==> src/core/pfi_pkg.sv <==
// Shared constants, states and carrier types of the flash host controller.
package pfi_pkg;
	// ==========================================================================
	// Geometry
	// ==========================================================================
	localparam int ADDR_W = 21;
	localparam int DATA_W = 16;
	localparam int BLK_W = 7;
	localparam int PARAM_LSB = 12;
	localparam int MAIN_LSB = 15;
	localparam int PLANE_LSB = 19;
	localparam logic [BLK_W-1:0] PARAM_BLOCKS = 7'h08;
	localparam logic [BLK_W-1:0] MAIN_BASE_BLK = 7'h07;

	// ==========================================================================
	// Command codes
	// ==========================================================================
	localparam logic [7:0] CMD_READ_ARRAY = 8'hff;
	localparam logic [7:0] CMD_BLOCK_ERASE = 8'h20;
	localparam logic [7:0] CMD_CHIP_ERASE = 8'h30;
	localparam logic [7:0] CMD_PROGRAM_A = 8'h40;
	localparam logic [7:0] CMD_PROGRAM_B = 8'h10;
	localparam logic [7:0] CMD_PAGE_PROGRAM = 8'he8;
	localparam logic [7:0] CMD_OTP_PROGRAM = 8'hc0;
	localparam logic [7:0] CMD_LOCK_SETUP = 8'h60;

	// ==========================================================================
	// Timing
	// ==========================================================================
	localparam int T_CYCLE_NS = 25;
	localparam int T_WE_SETUP_NS = 20;
	localparam int T_WE_PULSE_NS = 50;
	localparam int T_WE_HOLD_NS = 10;
	localparam int T_READ_ACC_NS = 70;
	localparam int T_RST_PULSE_NS = 100;
	localparam int T_RST_RECOV_NS = 150;
	localparam logic [7:0] WE_SETUP_CYC = 8'((T_WE_SETUP_NS + T_CYCLE_NS - 1) / T_CYCLE_NS);
	localparam logic [7:0] WE_PULSE_CYC = 8'((T_WE_PULSE_NS + T_CYCLE_NS - 1) / T_CYCLE_NS);
	localparam logic [7:0] WE_HOLD_CYC = 8'((T_WE_HOLD_NS + T_CYCLE_NS - 1) / T_CYCLE_NS);
	localparam logic [7:0] READ_ACC_CYC = 8'((T_READ_ACC_NS + T_CYCLE_NS - 1) / T_CYCLE_NS);
	localparam logic [7:0] RST_PULSE_CYC = 8'((T_RST_PULSE_NS + T_CYCLE_NS - 1) / T_CYCLE_NS);
	localparam logic [7:0] RST_RECOV_CYC = 8'((T_RST_RECOV_NS + T_CYCLE_NS - 1) / T_CYCLE_NS);

	// ==========================================================================
	// Types
	// ==========================================================================
	typedef enum logic [2:0] {
		ST_RST_LOW,
		ST_RST_RECOV,
		ST_IDLE,
		ST_W_SETUP,
		ST_W_PULSE,
		ST_W_HOLD,
		ST_R_ACCESS
	} pfi_state_t;

	typedef struct packed {
		logic ce_n;
		logic oe_n;
		logic we_n;
		logic rst_n;
		logic protect_accel_pin;
		logic [ADDR_W-1:0] word_address_lines;
		logic [DATA_W-1:0] data_lines_out;
		logic data_lines_oe;
	} pfi_pins_t;

	typedef struct packed {
		logic wr;
		logic [ADDR_W-1:0] addr;
		logic [DATA_W-1:0] wdata;
	} pfi_req_t;

	typedef struct packed {
		logic [BLK_W-1:0] block;
		logic [1:0] plane;
		logic param;
	} pfi_blk_t;
endpackage : pfi_pkg

==> src/core/pfi_host.sv <==
// Host controller that drives a four-plane asynchronous flash through its pins.
//
// Contract
// - Host keeps the reset pin low during power-up and power-down.
// - Address and data latch on first rising edge; host holds them valid.
// - One erase or program at a time; host never starts a second.
// - Host gives every command an address inside its target block.
// - Host never asserts output gate and write strobe together.
`timescale 1ns/100ps
module pfi_host (
	input wire logic mclk_i,
	input wire logic sys_rst_i,
	input wire logic req_i,
	input pfi_pkg::pfi_req_t req_data_i,
	input wire logic protect_i,
	input wire logic [pfi_pkg::DATA_W-1:0] data_lines_i,
	input wire logic ready_busy_n_i,
	output logic ready_o,
	output logic ack_o,
	output logic refused_o,
	output logic [pfi_pkg::DATA_W-1:0] rdata_o,
	output logic op_pending_o,
	output pfi_pkg::pfi_pins_t pins_o
);
	import pfi_pkg::*;

	// ==========================================================================
	// State
	// ==========================================================================
	typedef struct packed {
		pfi_state_t st;
		logic [7:0] cnt;
		pfi_pins_t pins;
		logic ack;
		logic refused;
		logic [DATA_W-1:0] rdata;
		logic [7:0] last_cmd;
		logic [BLK_W-1:0] last_blk;
		logic pend;
		logic seen_busy;
		logic rdy;
	} pfi_host_t;

	pfi_host_t s_reg;
	pfi_host_t s_next;
	pfi_blk_t req_blk;

	pfi_block_map u_map (
		.addr_i(req_data_i.addr),
		.blk_o(req_blk)
	);

	// ==========================================================================
	// Command classes
	// ==========================================================================
	// Commands whose second write must follow at an address in the same block.
	function automatic logic is_pair(input logic [7:0] c);
		return (c == CMD_BLOCK_ERASE) || (c == CMD_CHIP_ERASE) || (c == CMD_PROGRAM_A) ||
			(c == CMD_PROGRAM_B) || (c == CMD_OTP_PROGRAM) || (c == CMD_LOCK_SETUP);
	endfunction : is_pair

	// Commands that set the write state machine running once confirmed.
	function automatic logic is_start(input logic [7:0] c);
		return (c == CMD_BLOCK_ERASE) || (c == CMD_CHIP_ERASE) || (c == CMD_PROGRAM_A) ||
			(c == CMD_PROGRAM_B) || (c == CMD_OTP_PROGRAM) || (c == CMD_PAGE_PROGRAM);
	endfunction : is_start

	// ==========================================================================
	// Next state
	// ==========================================================================
	always_comb begin
		logic second;
		logic bad_blk;
		logic busy_now;
		second = 1'b0;
		bad_blk = 1'b0;
		busy_now = 1'b0;
		s_next = s_reg;
		s_next.ack = 1'b0;
		s_next.refused = 1'b0;
		s_next.pins.protect_accel_pin = protect_i;

		// An operation this host started counts as running until the device
		// has been seen busy and then ready again.
		if (s_reg.pend && !ready_busy_n_i) begin
			s_next.seen_busy = 1'b1;
		end
		if (s_reg.pend && s_reg.seen_busy && ready_busy_n_i) begin
			s_next.pend = 1'b0;
			s_next.seen_busy = 1'b0;
		end

		case (s_reg.st)
			ST_RST_LOW: begin
				s_next.pins.rst_n = 1'b0;
				if (s_reg.cnt == '0) begin
					s_next.pins.rst_n = 1'b1;
					s_next.cnt = RST_RECOV_CYC - 8'h01;
					s_next.st = ST_RST_RECOV;
				end else begin
					s_next.cnt = s_reg.cnt - 8'h01;
				end
			end
			ST_RST_RECOV: begin
				if (s_reg.cnt == '0) begin
					s_next.last_cmd = CMD_READ_ARRAY;
					s_next.st = ST_IDLE;
				end else begin
					s_next.cnt = s_reg.cnt - 8'h01;
				end
			end
			ST_IDLE: begin
				if (req_i) begin
					second = is_pair(s_reg.last_cmd);
					bad_blk = second && (req_blk.block != s_reg.last_blk);
					busy_now = s_reg.pend || !ready_busy_n_i;
					if (req_data_i.wr && (bad_blk ||
						(!second && is_start(req_data_i.wdata[7:0]) && busy_now))) begin
						s_next.ack = 1'b1;
						s_next.refused = 1'b1;
					end else begin
						s_next.pins.ce_n = 1'b0;
						s_next.pins.word_address_lines = req_data_i.addr;
						if (req_data_i.wr) begin
							s_next.pins.data_lines_out = req_data_i.wdata;
							s_next.pins.data_lines_oe = 1'b1;
							s_next.cnt = WE_SETUP_CYC - 8'h01;
							s_next.st = ST_W_SETUP;
							if (second) begin
								s_next.last_cmd = CMD_READ_ARRAY;
								// A confirm that starts nothing must not drop a running operation.
								if (is_start(s_reg.last_cmd)) begin
									s_next.pend = 1'b1;
									s_next.seen_busy = 1'b0;
								end
							end else begin
								s_next.last_cmd = req_data_i.wdata[7:0];
								s_next.last_blk = req_blk.block;
							end
						end else begin
							s_next.pins.oe_n = 1'b0;
							s_next.cnt = READ_ACC_CYC - 8'h01;
							s_next.st = ST_R_ACCESS;
						end
					end
				end
			end
			ST_W_SETUP: begin
				if (s_reg.cnt == '0) begin
					s_next.pins.we_n = 1'b0;
					s_next.cnt = WE_PULSE_CYC - 8'h01;
					s_next.st = ST_W_PULSE;
				end else begin
					s_next.cnt = s_reg.cnt - 8'h01;
				end
			end
			ST_W_PULSE: begin
				if (s_reg.cnt == '0) begin
					s_next.pins.we_n = 1'b1;
					s_next.cnt = WE_HOLD_CYC - 8'h01;
					s_next.st = ST_W_HOLD;
				end else begin
					s_next.cnt = s_reg.cnt - 8'h01;
				end
			end
			ST_W_HOLD: begin
				// Address and data stay put until after the strobe has risen.
				if (s_reg.cnt == '0) begin
					s_next.pins.ce_n = 1'b1;
					s_next.pins.data_lines_oe = 1'b0;
					s_next.ack = 1'b1;
					s_next.st = ST_IDLE;
				end else begin
					s_next.cnt = s_reg.cnt - 8'h01;
				end
			end
			ST_R_ACCESS: begin
				if (s_reg.cnt == '0) begin
					s_next.rdata = data_lines_i;
					s_next.pins.oe_n = 1'b1;
					s_next.pins.ce_n = 1'b1;
					s_next.ack = 1'b1;
					s_next.st = ST_IDLE;
				end else begin
					s_next.cnt = s_reg.cnt - 8'h01;
				end
			end
			default: begin
				s_next.st = ST_IDLE;
			end
		endcase
		s_next.rdy = (s_next.st == ST_IDLE);
	end

	// ==========================================================================
	// Registers
	// ==========================================================================
	always_ff @(posedge mclk_i or posedge sys_rst_i) begin
		if (sys_rst_i) begin
			s_reg.st <= ST_RST_LOW;
			s_reg.cnt <= RST_PULSE_CYC - 8'h01;
			s_reg.pins.ce_n <= 1'b1;
			s_reg.pins.oe_n <= 1'b1;
			s_reg.pins.we_n <= 1'b1;
			s_reg.pins.rst_n <= 1'b0;
			s_reg.pins.protect_accel_pin <= 1'b0;
			s_reg.pins.word_address_lines <= '0;
			s_reg.pins.data_lines_out <= '0;
			s_reg.pins.data_lines_oe <= 1'b0;
			s_reg.ack <= 1'b0;
			s_reg.refused <= 1'b0;
			s_reg.rdata <= '0;
			s_reg.last_cmd <= CMD_READ_ARRAY;
			s_reg.last_blk <= '0;
			s_reg.pend <= 1'b0;
			s_reg.seen_busy <= 1'b0;
			s_reg.rdy <= 1'b0;
		end else begin
			s_reg <= s_next;
		end
	end

	// ==========================================================================
	// Outputs
	// ==========================================================================
	assign pins_o = s_reg.pins;
	assign ack_o = s_reg.ack;
	assign refused_o = s_reg.refused;
	assign rdata_o = s_reg.rdata;
	assign op_pending_o = s_reg.pend;
	assign ready_o = s_reg.rdy;
endmodule : pfi_host

==> src/core/pfi_block_map.sv <==
// Word address to block, plane and parameter-region decoder.
`timescale 1ns/100ps
module pfi_block_map (
	input wire logic [pfi_pkg::ADDR_W-1:0] addr_i,
	output pfi_pkg::pfi_blk_t blk_o
);
	import pfi_pkg::*;

	// ==========================================================================
	// Decode
	// ==========================================================================
	// Eight small blocks sit at the bottom; every other block is a large one.
	function automatic pfi_blk_t decode(input logic [ADDR_W-1:0] a);
		pfi_blk_t b;
		b.plane = a[ADDR_W-1:PLANE_LSB];
		b.param = (a[ADDR_W-1:MAIN_LSB] == '0);
		if (b.param) begin
			b.block = BLK_W'(a[MAIN_LSB-1:PARAM_LSB]);
		end else begin
			b.block = MAIN_BASE_BLK + BLK_W'(a[ADDR_W-1:MAIN_LSB]);
		end
		return b;
	endfunction : decode

	assign blk_o = decode(addr_i);
endmodule : pfi_block_map

==> config.mk <==
export PLATFORM = sky130hd
export DESIGN_NAME = pfi_host
export DESIGN_NICKNAME = d
export VERILOG_FILES = /design/src/core/pfi_pkg.sv /design/src/core/pfi_host.sv /design/src/core/pfi_block_map.sv
export SDC_FILE = /design/constraint.sdc
export NUM_CORES = 1
export LEC_CHECK = 0
export BUFFER_PORTS_ARGS = -buffer_cell sky130_fd_sc_hd__buf_2
export CORE_AREA = 2 2 119 150
export DETAILED_ROUTE_END_ITERATION = 8
export DIE_AREA = 0 0 121 152
export PLACE_DENSITY = 0.57
export SKIP_CTS_REPAIR_TIMING = 1
export SKIP_LAST_GASP = 1
export SYNTH_ARGS = -nofsm -noshare
export SYNTH_HDL_FRONTEND = slang
export SYNTH_SLANG_ARGS = --single-unit
export TNS_END_PERCENT = 50
==> constraint.sdc <==
create_clock -name mclk_i -period 3.58 [get_ports mclk_i]
set_input_delay 0.537 -clock mclk_i [delete_from_list [all_inputs] [get_ports mclk_i]]
set_output_delay 0.537 -clock mclk_i [all_outputs]
set_load 0.02 [all_outputs]
# Word-level counts from Yosys, hierarchy flattened
# Index checks and enable logic that the tools add are counted.
dict set report word_totals {
  in_bits 59
  regBits 90
}
dict set report op_classes {
  add_sub_neg 2
  bitwise_logic 2
  n_mux 42
  reduce_logical 42
  n_eq_ne 31
}
# cell n
set ops {}
lappend ops {{$mux 17} 3}
lappend ops {{$mux 8} 6}
lappend ops {{$pmux 8 s5} 1}
lappend ops {{$eq 8x6->1 const B} 4}
lappend ops {{$eq 8x8->1 const B} 4}
lappend ops {{$mux 13} 2}
lappend ops {{$reduce_and 5->1} 5}
lappend ops {{$eq 8x7->1 const B} 3}
lappend ops {{$ne 2x2->1 const B} 10}
lappend ops {{$eq 8x5->1 const B} 2}
lappend ops {{$pmux 8 s2} 1}
lappend ops {{$mux 3} 5}
lappend ops {{$pmux 3 s5} 1}
lappend ops {{$mux 2} 7}
lappend ops {{$mux 7} 2}
lappend ops {{$logic_or 1x1->1} 13}
lappend ops {{$mux 11} 1}
lappend ops {{$eq 3x2->1 const B} 3}
lappend ops {{$eq 3x3->1 const B} 3}
lappend ops {{$logic_not 8->1} 1}
lappend ops {{$mux 1} 8}
lappend ops {{$reduce_and 4->1} 2}
lappend ops {{$reduce_bool 2->1} 4}
lappend ops {{$sub 8x1->8 const B} 1}
lappend ops {{other kinds (15)} 27}

# Depth between registers and ports, before layout
dict set report logic_depth {
  word_depth 15
  depth_mapped 11
  mapped_depth_nobuf 9
}

# By module
# From an unflattened synthesis, not the netlist that was laid out.
dict set report unflattened {
  cells_unflattened 443
  area_unflattened_um2 4897.2
}
# mod instances cells_each area_per_inst_um2 seq_area_each_um2
set modules_own_cells {}
lappend modules_own_cells {pfi_host 1 420 4710.8 2268.4}
lappend modules_own_cells {pfi_block_map 1 23 186.4 0.0}

# Least setup slack after synthesis
# No wires, ideal clock.
dict set report synth_timing {
  path_type {in2reg}
  startpoint {input req_data_i[31] (netlist bit)}
  endpoint {register s_reg, in the netlist pins_o[28]}
  t_arrival_ps 3065
  setup_time_ps 125
  path_buffers 1
  path_stages 10
  path_slack_ps 390
  path_cell_list {inv_1 > ha_1 > or4b_4 > or4_1 > o211ai_2 > nand4_2 > o311ai_4 > nor3b_4 > buf_6 > mux2_4}
}
dict set report synth_via {
  elab_chain_len 8
}
# element line
set synth_lines {}
lappend synth_lines {{start: declaration} pfi_host.sv:14} ;# input pfi_pkg::pfi_req_t req_data_i,
lappend synth_lines {{$add 3x6->7 or $logic_not 6->1 (tied branches)} {pfi_block_map.sv:20, pfi_block_map.sv:16}}
lappend synth_lines {{$mux 7 *} pfi_block_map.sv:17} ;# if (b.param) begin
lappend synth_lines {{$ne 7x7->1 *} pfi_host.sv:115} ;# bad_blk = second && (req_blk.block != s_reg.last_blk);
lappend synth_lines {{$logic_and 1x1->1 *} pfi_host.sv:115}
lappend synth_lines {{$logic_or 1x1->1 *} pfi_host.sv:117} ;# if (req_data_i.wr && (bad_blk ||
lappend synth_lines {{$logic_and 1x1->1 *} pfi_host.sv:117}
lappend synth_lines {{$not 1->1 (no source line) *} --}
lappend synth_lines {{$reduce_and 3->1 (no source line) *} --}
lappend synth_lines {{end signal: assignment} pfi_host.sv:219} ;# s_reg <= s_next;
lappend synth_lines {{end: declaration} pfi_host.sv:44} ;# pfi_host_t s_reg;
# Every way passes the cells marked *; elsewhere a longest branch is shown, timed or not.
# A chain may end at the register's enable or synchronous reset.

# Worst setup path after layout
dict set report layout_timing {
  startpoint {input req_data_i[31] (netlist bit)}
  endpoint {register s_reg, in the netlist pins_o[18]}
}
# The elaborated chain is that of the path after synthesis.

==> flow_metrics.py <==
metrics = {
    "timing": {
        "skew_ns": 0.00616,
        "setup_tns_ns": 0,
        "finalCriticalPeriod_ns": 3.05,
        "hold_slack_ns": 0.281,
        "fmax_mhz": 328,
        "slew_viol_final": 0,
        "setup_viol": 0,
        "rsz0062_at_grt": "false",
        "setup_ws_ns": 0.527,
        "worst_slew_pin_slew_ns": 1.22,
        "finalCritPeriodShare_pct": 85.3,
        "hold_viol": 0,
        "max_slew_margin_pct": 17.9,
    },
    "floorplanning": {
        "die_x_um": 121,
        "pin_count": 122,
        "start_util_pct": 29.3,
        "die_h_um": 152,
        "rows": 54,
        "design.core.area_um2": 17100,
        "dieArea_um2": 18400,
    },
    "synthesis": {
        "seq_area_frac_synth_pct": 45.3,
        "synth_fp_nets": 543,
        "ys_async_sr_fraction_pct": 100,
        "yosysWarnings": 0,
        "synth-main-ff-cell": "dfrtp_1",
        "synth_edf_count": 0,
        "yosys.cell_types.count": 59,
        "syn_area_um2": 5010,
        "ys_seq_elements": 90,
        "synth_area_per_cell_um2": 10.4,
        "syn-instance-count": 481,
    },
    "setup_path": {
        "crit_required_ns": 3.81,
        "critPathSlowestCell": "or4b_4",
        "rr_startpoint": "s_reg[10]",
        "critPathCaptureType": "register",
        "path_max_fanout": 23,
        "timing.rr.end": "s_reg[4]",
        "critPathKind": "in -> reg",
        "rrSetupSlack_ns": 0.63,
        "path_cells": "buf_2 -> inv_1 -> ha_1 -> or4b_4 -> or4_1 -> o211ai_2 -> nand4_2 -> o311ai_4 -> nor3b_4 -> buf_12 -> mux2_2",
        "r2r_cells": 6,
        "crit_buf_inv": 3,
        "arrival_ns": 3.28,
        "cp_num_cells": 11,
        "cpPeakStageDelay_ns": 0.49,
        "start_kind": "input pin",
        "crit_family": "simple AND/OR/NAND/NOR gates",
        "startpoint": "req_data_i[31]",
    },
    "route": {
        "drt_iter0_drc": 194,
        "post-route-drc-count": 0,
        "routed-via-count": 3697,
        "wl_um": 11800,
        "first_pass_iters": 4,
        "viasPerCell": 4.76,
        "wl_per_cell_um": 15.2,
        "final_antenna_net_count": 0,
    },
    "global_route": {
        "grt_start_max_net_pins": 49,
        "grt_usage_pct": 13.1,
        "antenna_found_initial": 0,
        "grt_pass1_vias": 3755,
        "overflow": 0,
        "grt_pass1_wl_um": 19200,
    },
    "final_layout": {
        "final_common_cell": "buf_2",
        "final_nets": 610,
        "final_cell_mix": "buf_2, dfrtp_1, nor2_1",
        "area_growth_syn_to_layout_pct": 15.8,
        "diodes": 0,
        "nFillCells": 1752,
        "layout-drive-gt1-share_pct": 41.4,
        "largest_reg_flops": 43,
    },
    "clocking": {
        "htree_levels": 3,
        "clkLatencyLatePin_ns": 0.35,
        "clkTransAtPathRegs_ns": 0.07,
        "numCtsBuffers": 9,
        "cts_tree": "yes",
        "ctsRootBufferMaster": "clkbuf_16",
        "cts_sinks": 90,
        "cts.path.max_buffers": 2,
    },
    "power": {
        "vdd_drop_max_mv": 0.167,
        "pwr_density_cell_nw_per_um2": 384,
        "cellLeakagePower_nw": 2.80,
    },
    "placed_design": {
        "post-place-ws_ns": 0.172,
        "portBuffers": 121,
        "place.gp.congestion": 0.855,
        "dpl.hpwl_um": 8570,
    },
    "worst_hold_path": {
        "hold_class": "in -> async",
    },
    "run_status": {
        "status": "finished clean",
    },
    "job": {
        "cap_violations": 0,
    },
}
cell type report:
class                   instances  area [um2]  area share (%)
clock buffers                  12         256            4.42
inverters                      18        70.1            1.21
repair buffers                134         716            12.3
clock inverters                 4        73.8            1.27
multi-input cells             295        2130            36.8
well taps                     224         280            4.83
flip-flops and latches         90        2270            39.1
worst max path at each step:
stage                 endpoint  slack (ns)
global placement    pins_o[18]        0.24
CTS                 pins_o[18]        0.53
global route        pins_o[17]        0.37
floorplan           pins_o[28]        0.39
finish              pins_o[18]        0.53
detailed placement  pins_o[18]        0.17
Yosys cell counts (6+ instances only):
| cell | count | area [um2] |
|---|---|---|
| mux2_2 | 39 | 439 |
| buf_4 | 59 | 443 |
| dfstp_2 | 13 | 342 |
| mux2_4 | 18 | 270 |
| clkbuf_1 | 14 | 52.6 |
| nand3_1 | 9 | 45.0 |
| nor2_1 | 45 | 169 |
| inv_1 | 17 | 63.8 |
| nand2_1 | 27 | 101 |
| dfrtp_1 | 77 | 1930 |
| a21oi_1 | 20 | 100 |
| a31oi_1 | 6 | 37.5 |
| o211ai_1 | 9 | 67.6 |
| nor3_1 | 15 | 75.1 |
| mux2i_1 | 9 | 90.1 |
| o21ai_0 | 23 | 115 |
where the power goes:
part | switching (mW) | internal [mW]
combinational | 0.0842 | 0.0547
clock | 0.407 | 0.651
sequential | 0.00423 | 1.03
metrics by stage:
| step | power [mW] | std cells | util, % | cell area [um2] |
|---|---|---|---|---|
| 3_3_place_gp | 1.19 | 761 | 32.0 | 5470 |
| 4_1_cts | 2.27 | 777 | 33.9 | 5800 |
| 5_1_grt | 2.33 | 777 | 33.9 | 5800 |
| 2_1_floorplan | 1.14 | 481 | - | 5010 |
| 6_report | 2.23 | 777 | 33.9 | 5800 |
| 3_5_place_dp | 1.19 | 761 | 32.0 | 5470 |
cells by family (layout without fill, tap and decap cells):
kind of cell,count (synthesis),after routing,share of synthesized area (%)
adder cells (fa/ha/maj),3,3,0.749
AND/OR/NAND/NOR,134,134,13.4
buffers and inverters,96,168,12.1
flip-flops,90,90,45.3
multiplexers,66,66,16.0
XOR/XNOR,3,3,0.525
AO/OA/AOI/OAI,89,89,12.0
metal layers:
layer	routed length, um	track usage [%]	up-vias
met3	496	3.00	6
met5	0	0	-
li1	-	-	1777
met4	129	3.99	0
met2	6140	22.9	97
met1	5040	15.9	1817
(Power assumes the default switching activity.)
